File: src/verilog/pkt_cfg_pkg.sv
// Constants, state codes and register layout of the packet handler block
package pkt_cfg_pkg;
	// Register indices; byte address is four times the index
	localparam logic [7:0] IDX_PEAK = 8'h2E;
	localparam logic [7:0] IDX_CTRL = 8'h30;
	localparam logic [7:0] IDX_STAT = 8'h31;
	localparam logic [7:0] IDX_HCHK = 8'h32;
	localparam logic [7:0] IDX_FCFG = 8'h40;
	localparam logic [7:0] IDX_HBYTES = 8'h41;
	localparam logic [7:0] IDX_PKLEN = 8'h42;
	localparam logic [7:0] IDX_EVENTS = 8'h43;
	// Packet handling control fields
	localparam int CTRL_RXEN = 7;
	localparam int CTRL_LSB = 6;
	localparam int CTRL_DONLY = 5;
	localparam int CTRL_TXEN = 3;
	localparam int CTRL_CRCEN = 2;
	localparam int CTRL_POLY_LO = 0;
	// Status fields
	localparam int ST_ONES = 6;
	localparam int ST_SRCH = 5;
	localparam int ST_RX = 4;
	localparam int ST_VALID = 3;
	localparam int ST_CRCERR = 2;
	localparam int ST_TX = 1;
	localparam int ST_SENT = 0;
	// Header check control fields
	localparam int BCEN_LO = 4;
	localparam int HDCH_LO = 0;
	// Frame configuration fields
	localparam int FC_MODE_LO = 0;
	localparam int FC_FIXLEN = 3;
	localparam int FC_HDLEN_LO = 4;
	localparam int FC_RXON = 7;
	localparam int FC_TXGO = 8;
	// Reset values
	localparam logic [7:0] RST_PEAK = 8'h00;
	localparam logic [7:0] RST_CTRL = 8'h00;
	localparam logic [7:0] RST_HCHK = 8'h00;
	localparam logic [7:0] RST_PKLEN = 8'h00;
	// Data mode, polynomials, CRC constants
	localparam logic [1:0] MODE_FIFO = 2'h2;
	localparam logic [15:0] POLY_CCITT = 16'h1021;
	localparam logic [15:0] POLY_IBM = 16'h8005;
	localparam logic [15:0] POLY_IEC = 16'h3D65;
	localparam logic [15:0] POLY_BIA = 16'h8BB7;
	localparam logic [15:0] CRC_INIT = 16'h0000;
	localparam logic [15:0] CRC_ONES = 16'hFFFF;
	localparam logic [7:0] BCAST = 8'hFF;
	// Framer states, shared by transmit and receive
	typedef enum logic [2:0] {
		ST_IDLE = 3'b000,
		ST_HDR = 3'b001,
		ST_LEN = 3'b010,
		ST_DATA = 3'b011,
		ST_CRC = 3'b100,
		ST_RAW = 3'b101,
		ST_DRAIN = 3'b110
	} fr_state_t;
endpackage

File: src/verilog/packet_handler_config.sv
// Packet handler: AHB-Lite registers, transmit framer, receive parser
`timescale 1ns/100ps
`default_nettype none
module packet_handler_config
	import pkt_cfg_pkg::*;
(
	input wire logic hclk,
	input wire logic hresetn,
	input wire logic hsel,
	input wire logic [31:0] haddr,
	input wire logic [1:0] htrans,
	input wire logic hwrite,
	input wire logic [2:0] hsize,
	input wire logic [31:0] hwdata,
	input wire logic hready,
	output logic hreadyout,
	output logic hresp,
	output logic [31:0] hrdata,
	input wire logic [7:0] tx_fifo_data,
	input wire logic tx_fifo_valid,
	output logic tx_fifo_pop,
	output logic tx_bit,
	output logic tx_bit_valid,
	input wire logic tx_bit_take,
	input wire logic rx_bit,
	input wire logic rx_bit_strobe,
	input wire logic rx_sync_found,
	input wire logic rx_frame_end,
	output logic [7:0] rx_byte,
	output logic rx_byte_valid
);

	// Whole state of the block in one record
	typedef struct packed {
		logic [7:0] peak; // Slicer attack and decay, bit 7 kept
		logic [7:0] ctrl; // Packet handling control
		logic [7:0] hchk; // Broadcast and header check enables
		logic [1:0] mode; // Data mode select
		logic [2:0] hdlen; // Header length code
		logic fixlen; // Length byte left out of header
		logic rx_on; // Receiver running
		logic [31:0] hbytes; // Header bytes 3..0, sent and checked
		logic [7:0] pklen; // Transmit or fixed packet length
		logic ev_valid; // Latched valid packet
		logic ev_crcerr; // Latched CRC error
		logic ev_sent; // Latched packet sent
		logic crc_ones; // Last received CRC was all ones
		logic pend; // Bus data phase in progress
		logic pwrite; // Pending access is a write
		logic [7:0] pidx; // Pending register index
		logic ready; // Bus ready out
		logic resp; // Bus response, always OKAY
		logic [31:0] rdata; // Bus read data
		fr_state_t txs; // Transmit framer state
		logic [7:0] tsh; // Transmit shifter
		logic [3:0] tbits; // Bits left in shifter
		logic [1:0] tpos; // Next header byte position
		logic [2:0] tleft; // Header bytes left
		logic [7:0] tdcnt; // Data bytes left
		logic [15:0] tcrc; // Transmit CRC
		logic tlo; // Low CRC byte next
		logic tbit; // Bit on the line
		logic tbitv; // Bit on the line is valid
		logic tpop; // FIFO byte taken
		fr_state_t rxs; // Receive parser state
		logic [7:0] rsh; // Receive shifter
		logic [2:0] rbits; // Bits gathered in shifter
		logic [1:0] rpos; // Next header byte position
		logic [2:0] rleft; // Header bytes left
		logic [7:0] rdcnt; // Data bytes left
		logic [15:0] rcrc; // Running receive CRC
		logic [7:0] rhi; // High byte of received CRC
		logic rlo; // Low CRC byte expected
		logic [7:0] rout; // Byte towards receive FIFO
		logic rvalid; // Byte towards receive FIFO valid
	} state_t;

	state_t state_ff; // Registered state
	state_t nxt_state; // Next state
	logic go; // Transmit start from a config write
	logic clr_ev; // Event flags read
	logic set_valid; // Valid packet event
	logic set_err; // CRC error event
	logic set_sent; // Packet sent event
	logic fifo_mode; // FIFO data mode selected
	logic lsb; // LSB first on the line
	logic donly; // CRC over data field only
	logic crcen; // CRC enabled
	logic [15:0] poly; // Selected polynomial
	logic [7:0] stat; // Status register image
	logic tload; // Load transmit shifter
	logic tcrc_en; // Byte enters transmit CRC
	logic [7:0] tb; // Byte to transmit
	logic rhave; // Whole byte received
	logic rcrc_en; // Byte enters receive CRC
	logic [7:0] rb; // Received byte
	logic [15:0] rgot; // Received CRC value

	// CRC over one byte, MSB first regardless of line order
	function automatic logic [15:0] crc_byte(input logic [15:0] c,
		input logic [7:0] d, input logic [15:0] p);
		logic [15:0] r;
		r = c;
		for (int i = 7; i >= 0; i--)
		begin
			r = (r[15] ^ d[i]) ? ((r << 1) ^ p) : (r << 1);
		end
		return r;
	endfunction

	// Polynomial for the two-bit select code
	function automatic logic [15:0] sel_poly(input logic [1:0] sel);
		case (sel)
			2'h0: return POLY_CCITT;
			2'h1: return POLY_IBM;
			2'h2: return POLY_IEC;
			default: return POLY_BIA;
		endcase
	endfunction

	// Number of header bytes for a length code; codes above 4 mean 4
	function automatic logic [2:0] hdr_count(input logic [2:0] code);
		return (code > 3'h4) ? 3'h4 : code;
	endfunction

	// State after the length byte, or after the header when length fixed
	function automatic fr_state_t after_len(input logic [7:0] len,
		input logic ce);
		if (len != 8'h00)
			return ST_DATA;
		return ce ? ST_CRC : ST_DRAIN;
	endfunction

	// State after the last header byte
	function automatic fr_state_t after_hdr(input logic fl,
		input logic [7:0] len, input logic ce);
		return fl ? after_len(len, ce) : ST_LEN;
	endfunction

	// Header byte accepted if unchecked, matching, or enabled broadcast
	function automatic logic hdr_ok(input logic [7:0] b,
		input logic [1:0] pos, input logic [7:0] hc,
		input logic [31:0] hb);
		logic [7:0] ref_byte;
		ref_byte = hb[{pos, 3'b000} +: 8];
		return !hc[HDCH_LO + pos] || (b == ref_byte) ||
			(hc[BCEN_LO + pos] && (b == BCAST));
	endfunction

	// Next-state logic for bus, framer and parser
	always_comb
	begin
		nxt_state = state_ff;
		go = 1'b0;
		clr_ev = 1'b0;
		set_valid = 1'b0;
		set_err = 1'b0;
		set_sent = 1'b0;
		tload = 1'b0;
		tcrc_en = 1'b0;
		tb = 8'h00;
		rhave = 1'b0;
		rcrc_en = 1'b0;
		rb = 8'h00;
		rgot = 16'h0000;
		fifo_mode = (state_ff.mode == MODE_FIFO);
		lsb = state_ff.ctrl[CTRL_LSB];
		donly = state_ff.ctrl[CTRL_DONLY];
		crcen = state_ff.ctrl[CTRL_CRCEN];
		poly = sel_poly(state_ff.ctrl[CTRL_POLY_LO +: 2]);
		nxt_state.tpop = 1'b0;
		nxt_state.rvalid = 1'b0;

		// Live status bits and mirrored event flags
		stat = 8'h00;
		stat[ST_ONES] = state_ff.crc_ones;
		stat[ST_SRCH] = fifo_mode && state_ff.rx_on &&
			(state_ff.rxs == ST_IDLE);
		stat[ST_RX] = (state_ff.rxs != ST_IDLE);
		stat[ST_VALID] = state_ff.ev_valid;
		stat[ST_CRCERR] = state_ff.ev_crcerr;
		stat[ST_TX] = (state_ff.txs != ST_IDLE);
		stat[ST_SENT] = state_ff.ev_sent;

		// Bus: address phase latched, access done one cycle later
		if (state_ff.pend)
		begin
			nxt_state.pend = 1'b0;
			nxt_state.ready = 1'b1;
			if (state_ff.pwrite)
			begin
				case (state_ff.pidx)
					IDX_PEAK: nxt_state.peak = hwdata[7:0];
					IDX_CTRL: nxt_state.ctrl = hwdata[7:0];
					IDX_HCHK: nxt_state.hchk = hwdata[7:0];
					IDX_FCFG:
					begin
						nxt_state.mode = hwdata[FC_MODE_LO +: 2];
						nxt_state.fixlen = hwdata[FC_FIXLEN];
						nxt_state.hdlen = hwdata[FC_HDLEN_LO +: 3];
						nxt_state.rx_on = hwdata[FC_RXON];
						go = hwdata[FC_TXGO];
					end
					IDX_HBYTES: nxt_state.hbytes = hwdata;
					IDX_PKLEN: nxt_state.pklen = hwdata[7:0];
					default: ; // Unmapped or read-only: ignored
				endcase
			end
			else
			begin
				nxt_state.rdata = 32'h0000_0000;
				case (state_ff.pidx)
					IDX_PEAK: nxt_state.rdata[7:0] = state_ff.peak;
					IDX_CTRL: nxt_state.rdata[7:0] = state_ff.ctrl;
					IDX_STAT: nxt_state.rdata[7:0] = stat;
					IDX_HCHK: nxt_state.rdata[7:0] = state_ff.hchk;
					IDX_FCFG:
					begin
						nxt_state.rdata[FC_MODE_LO +: 2] = state_ff.mode;
						nxt_state.rdata[FC_FIXLEN] = state_ff.fixlen;
						nxt_state.rdata[FC_HDLEN_LO +: 3] = state_ff.hdlen;
						nxt_state.rdata[FC_RXON] = state_ff.rx_on;
					end
					IDX_HBYTES: nxt_state.rdata = state_ff.hbytes;
					IDX_PKLEN: nxt_state.rdata[7:0] = state_ff.pklen;
					IDX_EVENTS:
					begin
						// Only this read clears the latched events
						nxt_state.rdata[ST_VALID] = state_ff.ev_valid;
						nxt_state.rdata[ST_CRCERR] = state_ff.ev_crcerr;
						nxt_state.rdata[ST_SENT] = state_ff.ev_sent;
						clr_ev = 1'b1;
					end
					default: ; // Unmapped reads as zero
				endcase
			end
		end
		else if (hsel && htrans[1] && hready)
		begin
			nxt_state.pend = 1'b1;
			nxt_state.ready = 1'b0;
			nxt_state.pwrite = hwrite;
			// High address bits must be zero, else nothing decodes
			nxt_state.pidx = (haddr[31:10] == 22'h0) ? haddr[9:2] : 8'h00;
		end

		// Transmit: shift out, then fetch next byte once shifter empty
		if (state_ff.tbits != 4'h0)
		begin
			if (tx_bit_take)
			begin
				nxt_state.tsh = lsb ? (state_ff.tsh >> 1) :
					(state_ff.tsh << 1);
				nxt_state.tbits = state_ff.tbits - 4'h1;
			end
		end
		else
		begin
			case (state_ff.txs)
				ST_IDLE:
				begin
					if (go && (nxt_state.mode == MODE_FIFO))
					begin
						nxt_state.tcrc = CRC_INIT;
						nxt_state.tlo = 1'b0;
						nxt_state.tpos = 2'h3;
						nxt_state.tleft = hdr_count(nxt_state.hdlen);
						nxt_state.tdcnt = state_ff.pklen;
						if (!state_ff.ctrl[CTRL_TXEN])
							nxt_state.txs = ST_RAW;
						else if (hdr_count(nxt_state.hdlen) != 3'h0)
							nxt_state.txs = ST_HDR;
						else
							nxt_state.txs = after_hdr(nxt_state.fixlen,
								state_ff.pklen, crcen);
					end
				end
				ST_HDR:
				begin
					tb = state_ff.hbytes[{state_ff.tpos, 3'b000} +: 8];
					tload = 1'b1;
					tcrc_en = !donly;
					nxt_state.tpos = state_ff.tpos - 2'h1;
					nxt_state.tleft = state_ff.tleft - 3'h1;
					if (state_ff.tleft == 3'h1)
						nxt_state.txs = after_hdr(state_ff.fixlen,
							state_ff.pklen, crcen);
				end
				ST_LEN:
				begin
					tb = state_ff.pklen;
					tload = 1'b1;
					tcrc_en = !donly;
					nxt_state.txs = after_len(state_ff.pklen, crcen);
				end
				ST_DATA:
				begin
					if (tx_fifo_valid)
					begin
						tb = tx_fifo_data;
						tload = 1'b1;
						tcrc_en = 1'b1;
						nxt_state.tpop = 1'b1;
						nxt_state.tdcnt = state_ff.tdcnt - 8'h01;
						if (state_ff.tdcnt == 8'h01)
							nxt_state.txs = crcen ? ST_CRC : ST_DRAIN;
					end
				end
				ST_CRC:
				begin
					tb = state_ff.tlo ? state_ff.tcrc[7:0] :
						state_ff.tcrc[15:8];
					tload = 1'b1;
					nxt_state.tlo = !state_ff.tlo;
					if (state_ff.tlo)
						nxt_state.txs = ST_DRAIN;
				end
				ST_RAW:
				begin
					// Raw send: FIFO bytes only, ends when FIFO runs dry
					if (tx_fifo_valid)
					begin
						tb = tx_fifo_data;
						tload = 1'b1;
						nxt_state.tpop = 1'b1;
					end
					else
						nxt_state.txs = ST_DRAIN;
				end
				ST_DRAIN:
				begin
					set_sent = 1'b1;
					nxt_state.txs = ST_IDLE;
				end
				default: nxt_state.txs = ST_IDLE;
			endcase
		end
		if (tload)
		begin
			nxt_state.tsh = tb;
			nxt_state.tbits = 4'h8;
			if (tcrc_en)
				nxt_state.tcrc = crc_byte(state_ff.tcrc, tb, poly);
		end
		nxt_state.tbit = lsb ? nxt_state.tsh[0] : nxt_state.tsh[7];
		nxt_state.tbitv = (nxt_state.tbits != 4'h0);

		// Receive: wait for sync, gather bits into bytes
		if (state_ff.rxs == ST_IDLE)
		begin
			if (rx_sync_found && fifo_mode && state_ff.rx_on)
			begin
				nxt_state.rcrc = CRC_INIT;
				nxt_state.rbits = 3'h0;
				nxt_state.rlo = 1'b0;
				nxt_state.rpos = 2'h3;
				nxt_state.rleft = hdr_count(state_ff.hdlen);
				nxt_state.rdcnt = state_ff.pklen;
				if (!state_ff.ctrl[CTRL_RXEN])
					nxt_state.rxs = ST_RAW;
				else if (hdr_count(state_ff.hdlen) != 3'h0)
					nxt_state.rxs = ST_HDR;
				else
					nxt_state.rxs = after_hdr(state_ff.fixlen,
						state_ff.pklen, crcen);
			end
		end
		else if (rx_frame_end)
			nxt_state.rxs = ST_IDLE;
		else if (rx_bit_strobe)
		begin
			rb = lsb ? {rx_bit, state_ff.rsh[7:1]} :
				{state_ff.rsh[6:0], rx_bit};
			nxt_state.rsh = rb;
			nxt_state.rbits = state_ff.rbits + 3'h1;
			rhave = (state_ff.rbits == 3'h7);
		end
		if (rhave)
		begin
			case (state_ff.rxs)
				ST_HDR:
				begin
					rcrc_en = !donly;
					// A rejected header byte drops the packet
					if (!hdr_ok(rb, state_ff.rpos, state_ff.hchk,
						state_ff.hbytes))
						nxt_state.rxs = ST_IDLE;
					else
					begin
						nxt_state.rpos = state_ff.rpos - 2'h1;
						nxt_state.rleft = state_ff.rleft - 3'h1;
						if (state_ff.rleft == 3'h1)
							nxt_state.rxs = after_hdr(state_ff.fixlen,
								state_ff.pklen, crcen);
					end
				end
				ST_LEN:
				begin
					rcrc_en = !donly;
					nxt_state.rdcnt = rb;
					nxt_state.rxs = after_len(rb, crcen);
				end
				ST_DATA:
				begin
					rcrc_en = 1'b1;
					nxt_state.rout = rb;
					nxt_state.rvalid = 1'b1;
					nxt_state.rdcnt = state_ff.rdcnt - 8'h01;
					if (state_ff.rdcnt == 8'h01)
						nxt_state.rxs = crcen ? ST_CRC : ST_DRAIN;
				end
				ST_CRC:
				begin
					if (!state_ff.rlo)
					begin
						nxt_state.rhi = rb;
						nxt_state.rlo = 1'b1;
					end
					else
					begin
						rgot = {state_ff.rhi, rb};
						nxt_state.crc_ones = (rgot == CRC_ONES);
						if (rgot != state_ff.rcrc)
							set_err = 1'b1;
						else
							set_valid = 1'b1;
						nxt_state.rxs = ST_IDLE;
					end
				end
				ST_RAW:
				begin
					nxt_state.rout = rb;
					nxt_state.rvalid = 1'b1;
				end
				default: ;
			endcase
		end
		if (rcrc_en)
			nxt_state.rcrc = crc_byte(state_ff.rcrc, rb, poly);
		// Packet ended without CRC: valid as it stands
		if (nxt_state.rxs == ST_DRAIN)
		begin
			set_valid = 1'b1;
			nxt_state.rxs = ST_IDLE;
		end

		// Events: a new event wins over a clear in the same cycle
		nxt_state.ev_valid = (state_ff.ev_valid && !clr_ev) || set_valid;
		nxt_state.ev_crcerr = (state_ff.ev_crcerr && !clr_ev) || set_err;
		nxt_state.ev_sent = (state_ff.ev_sent && !clr_ev) || set_sent;
	end

	// State register
	always_ff @(posedge hclk or negedge hresetn)
	begin
		if (!hresetn)
		begin
			state_ff <= '0;
			state_ff.peak <= RST_PEAK;
			state_ff.ctrl <= RST_CTRL;
			state_ff.hchk <= RST_HCHK;
			state_ff.pklen <= RST_PKLEN;
			state_ff.ready <= 1'b1;
		end
		else
			state_ff <= nxt_state;
	end

	// Outputs straight from the state register
	assign hreadyout = state_ff.ready;
	assign hresp = state_ff.resp;
	assign hrdata = state_ff.rdata;
	assign tx_fifo_pop = state_ff.tpop;
	assign tx_bit = state_ff.tbit;
	assign tx_bit_valid = state_ff.tbitv;
	assign rx_byte = state_ff.rout;
	assign rx_byte_valid = state_ff.rvalid;

endmodule
`default_nettype wire

File: config.mk
export PLATFORM = sky130hd
export DESIGN_NAME = packet_handler_config
export DESIGN_NICKNAME = d
export VERILOG_FILES = /design/src/verilog/pkt_cfg_pkg.sv /design/src/verilog/packet_handler_config.sv
export SDC_FILE = /design/constraint.sdc
export NUM_CORES = 1
export LEC_CHECK = 0
export BUFFER_PORTS_ARGS = -buffer_cell sky130_fd_sc_hd__buf_4
export CAP_MARGIN = 20
export CORE_UTILIZATION = 55
export CTS_BUF_LIST = sky130_fd_sc_hd__clkbuf_4 sky130_fd_sc_hd__clkbuf_8 sky130_fd_sc_hd__clkbuf_16
export DETAILED_ROUTE_END_ITERATION = 10
export PLACE_DENSITY = 0.79
export SETUP_SLACK_MARGIN = 0.1
export SLEW_MARGIN = 20
export SYNTH_ARGS = -nofsm -noshare
export SYNTH_HDL_FRONTEND = slang
export SYNTH_SLANG_ARGS = --single-unit
File: constraint.sdc
create_clock -name hclk -period 4.55 [get_ports hclk]
set_input_delay 1.365 -clock hclk [delete_from_list [all_inputs] [get_ports hclk]]
set_output_delay 1.365 -clock hclk [all_outputs]
set_load 0.1 [all_outputs]
==> summary by stage <==
Layout
The non-filler instance count after layout is 2,353. The filler cells instantiated in the layout total 2,207. The net count of the finished layout is 2,058. The area of all placed cells without fillers is 19,070 um2.

The repair_antennas step left the layout with diodes totalling 0. The area growth from synthesis to layout is 20.26%. At the end of the flow the core is filled with cells to 0.6788. The ratio of cells with drive above 1 in the final layout is 0.2810.

Drt
The total vias in the final route is 14,740. The DRC violation total after the first TritonRoute iteration is 1,397. The wire length reported by the detailed router is 48.11 mm.

Dividing the detail-routed wire length by the instance count gives 20.45 um. The average vias per placed instance is 6.266. The first detailed-routing pass ran for 5 iterations. In this run the remaining antenna-violating nets after routing total 0. The remaining design rule violation count is 0.

Clocking
The post-CTS clock slew at the launch and capture registers of the worst setup and hold paths is 0.06 ns. The clock reaches the later pin of the worst-skew pair after 0.52 ns. The CTS tree is yes. The number of levels the H-tree was split into is 1. The number of hold buffers added after CTS was 0. CTS placed an instance of sky130_fd_sc_hd__clkbuf_16 at the clock tree root.

The number of buffers created by CTS is 24. For this design, the sink count on the clock tree is 227. Once the clock tree was built, the setup fixing pass inserted 0 buffers. The maximum buffer depth of the clock tree is 3. In this run, post-CTS repair resized a total of 0 instances.

GRT
The via count of the first global-routing pass is 14,590. After global routing the overflow that remains totals 0. The first global-routing pass estimated 77.13 mm of wire.

Entering global routing, the biggest net connects 110 pins. Across every metal layer, demand over resource in global routing totals 0.3335. The number of antenna violations at the first check in global routing was 0.

Setup path
In this run the worst path has a maximum fanout of 4. In this run the critical register-to-register path is launched from state_ff[107]$_DFFE_PN0P_. The worst setup path is of the in2reg kind. The critical path goes through buf_4 > and2_4 > nand3_1 > a31oi_2 > xnor2_2 > xnor3_2 > buf_4 > xnor2_1 > or3_1 > a21oi_1 > o21ai_0 > a31o_2 > a21oi_1 > xor2_1 > a22o_1.

In this design, the stage delay of the slowest critical-path cell is 0.40 ns. The nature of the critical path startpoint is an input port. The critical path starts at tx_fifo_valid. The critical path data arrival time is 4.74 ns. The largest individual stage delay along the critical path comes from the cell sky130_fd_sc_hd__xnor3_2. The sort of element at the end of the critical path is a flip-flop.

The worst register-to-register path has a setup slack of 0.29 ns. For the worst setup path, the data required time is 5.00 ns.

Pwr
The total power draw is 0.01187 W. Across the VDD grid, the largest voltage drop is 0.0006012 V. The leakage power summed over all cells is 8.736 nW. For this design the ratio of total power to cell area is 622.8 nW/um2.

Placement
The number of buffers inserted by port buffering is 126. After legalization and detailed placement, the total HPWL measured 35.42 mm. The area after detailed placement is 18,270 um2. At the end of routability-driven placement, the weighted congestion stood at 0.9864. The number of placed instances, taps included, is 2,310.

Floorplanning
The count of boundary I/O pins is 134. The starting density of the core is 0.5645. The die boundary width is 171.8 um. The area of the die is 29,510 um2. In this run the core area contains 61 standard-cell rows.

The total area inside the core boundary comes to 28,090 um2. The vertical die dimension is 171.8 um.

STA
The final hold violation count is 0. Setup repair after global routing left no endpoint under its margin. The minimum clock period is 4.295 ns. The final max-slew violation count came to 0.

The post-route clock skew is 0.01034 ns. Setup violations remaining at the end of the flow were counted as 0. Of the available clock period, the critical path in the final layout requires 0.9440. At the pin with the least slew margin, the transition time is 1.041 ns. The max-slew headroom at the worst pin is 0.3060. The maximum operating frequency is 232.8 MHz.

Yosys
In the synthesized netlist, the cells that appear most often are sky130_fd_sc_hd__dfrtp_1, sky130_fd_sc_hd__nand2_1, sky130_fd_sc_hd__nor2_1, sky130_fd_sc_hd__o21ai_0, sky130_fd_sc_hd__xnor2_1. The cell count after synthesis is 1,756. The count of yosys warnings during synthesis is 0. The number of nets handed over by synthesis was 1,856. In this run, synthesis produced a sequential element count of 227. The number of distinct standard cells referenced by the synthesized netlist is 91. The fraction of registers with async set/reset is 1.000. The prevailing post-synth register cell is sky130_fd_sc_hd__dfrtp_1.

The share of synthesized area in the top cell type comes to 0.3567. The mean instance size in the synthesized netlist is 9.028 um2. sky130_fd_sc_hd__dfrtp_1 is the most common cell in the netlist. The number of enable flip-flop cells after synthesis is 0. The total standard cell area after synthesis is 15,850 um2. After synthesis, the cell types taking the most area are sky130_fd_sc_hd__dfrtp_1, sky130_fd_sc_hd__mux2_2, sky130_fd_sc_hd__xnor2_1. The most area-hungry cell type in the Yosys netlist is sky130_fd_sc_hd__dfrtp_1. For this run, the register share of the synthesized area comes to 0.3584.

Hold path
The path category of the worst min-delay check is reg2reg. The startpoint of the most critical hold path is hrdata[16]$_DFFE_PN0P_.

Run
The number of max-capacitance violations reported is 0.

Run status
The flow ran to the end, and the final reports show no timing, DRC or antenna violations.
critical path, delay by kind of cell:
kind | cells | cell delay [ns]
AO/OA/AOI/OAI | 6 | 1.46
XOR/XNOR | 4 | 1.01
AND/OR/NAND/NOR | 3 | 0.63
buffers and inverters | 2 | 0.27
registers in the layout (all words and copies together) (netlist names):
register       flops
crcen              1
donly              1
hrdata            32
hreadyout          1
lsb                1
rx_byte            8
rx_byte_valid      1
stat               4
state_ff         175
tx_bit             1
tx_bit_valid       1
tx_fifo_pop        1
kinds of logic after synthesis:
| kind of cell | synth area share |
|---|---|
| compound gates | 0.1674 |
| xor+xnor | 0.1166 |
| fa+ha+maj | 0.01010 |
| buf+inv | 0.05374 |
| flops | 0.3584 |
| mux | 0.1173 |
| other cells | 0.0002365 |
| simple gates | 0.1762 |
metal layers:
metal	GRT usage	vias to the layer above	wire [um]
met4	0.1870	0	2702
li1	-	6702	-
met5	0	-	0
met2	0.5425	674	22840
met1	0.4228	7184	18950
met3	0.05522	184	3616
power breakdown:
group	internal, W	switching, W	total, W
sequential	0.00222	0.000245	0.00246
clock	0.00108	0.000801	0.00188
combinational	0.00368	0.00385	0.00753
worst paths after layout:
| check | to | cells past startpoint |
|---|---|---|
| worst min-delay path | hrdata[16]$_DFFE_PN0P_ | 2 |
| worst max register to register | state_ff[71]$_DFF_PN0_ | 15 |
| min in group asynchronous | state_ff[176]$_DFFE_PN0P_ | 1 |
| worst max-delay path | state_ff[71]$_DFF_PN0_ | 15 |
| max in group asynchronous | state_ff[106]$_DFFE_PN0P_ | 2 |
| worst min register to register | hrdata[16]$_DFFE_PN0P_ | 2 |
layout make-up:
cell class / count / area (um2) / area share
inverter: 29 / 108.9 / 0.005709
sequential: 227 / 5687 / 0.2983
clock buffer: 32 / 703.2 / 0.03688
timing repair buffer: 326 / 2480 / 0.1301
tap: 378 / 473.0 / 0.02481
multi-input combinational: 1350 / 9557 / 0.5012
clock inverter: 11 / 57.56 / 0.003019
metrics by stage:
stage	setup TNS, ns	hold WS (ns)	setup WS (ns)
floorplan	-0.3362	0.4400	-0.1232
global placement	-0.9590	0.4554	-0.1714
detailed placement	-1.951	0.4575	-0.2353
CTS	0	0.4728	0.2470
global route	0	0.4785	0.1143
finish	0	0.4677	0.2549
cell usage in the layout, fill, tap and decap left out, types with 7 or more instances in the layout:
master                      instances
sky130_fd_sc_hd__o211ai_1           7
sky130_fd_sc_hd__nand2b_1          11
sky130_fd_sc_hd__a21o_1            15
sky130_fd_sc_hd__ha_1              12
sky130_fd_sc_hd__nor4_1            23
sky130_fd_sc_hd__mux2_2           100
sky130_fd_sc_hd__mux4_2            18
sky130_fd_sc_hd__xnor3_1           14
sky130_fd_sc_hd__nor2_1           120
sky130_fd_sc_hd__and3_1            12
sky130_fd_sc_hd__buf_4            323
sky130_fd_sc_hd__clkbuf_16         25
sky130_fd_sc_hd__nand2_1          215
sky130_fd_sc_hd__nor2b_1            7
sky130_fd_sc_hd__and2_1            14
sky130_fd_sc_hd__inv_1             27
sky130_fd_sc_hd__dfrtp_1          222
sky130_fd_sc_hd__o22ai_1           10
sky130_fd_sc_hd__xnor2_2           10
sky130_fd_sc_hd__clkinv_2          10
sky130_fd_sc_hd__a22o_1            25
sky130_fd_sc_hd__a21oi_1           85
sky130_fd_sc_hd__xor2_1            51
sky130_fd_sc_hd__xnor2_1           98
sky130_fd_sc_hd__mux2i_1           29
sky130_fd_sc_hd__or3_1              9
sky130_fd_sc_hd__nand4_1           12
sky130_fd_sc_hd__nand3_1           92
sky130_fd_sc_hd__a31oi_1           31
sky130_fd_sc_hd__a222oi_1           9
sky130_fd_sc_hd__a22oi_1           17
sky130_fd_sc_hd__o21ai_0          112
sky130_fd_sc_hd__a211oi_1          12
sky130_fd_sc_hd__nor3_1            43
Power figures use the tool's default switching activity.
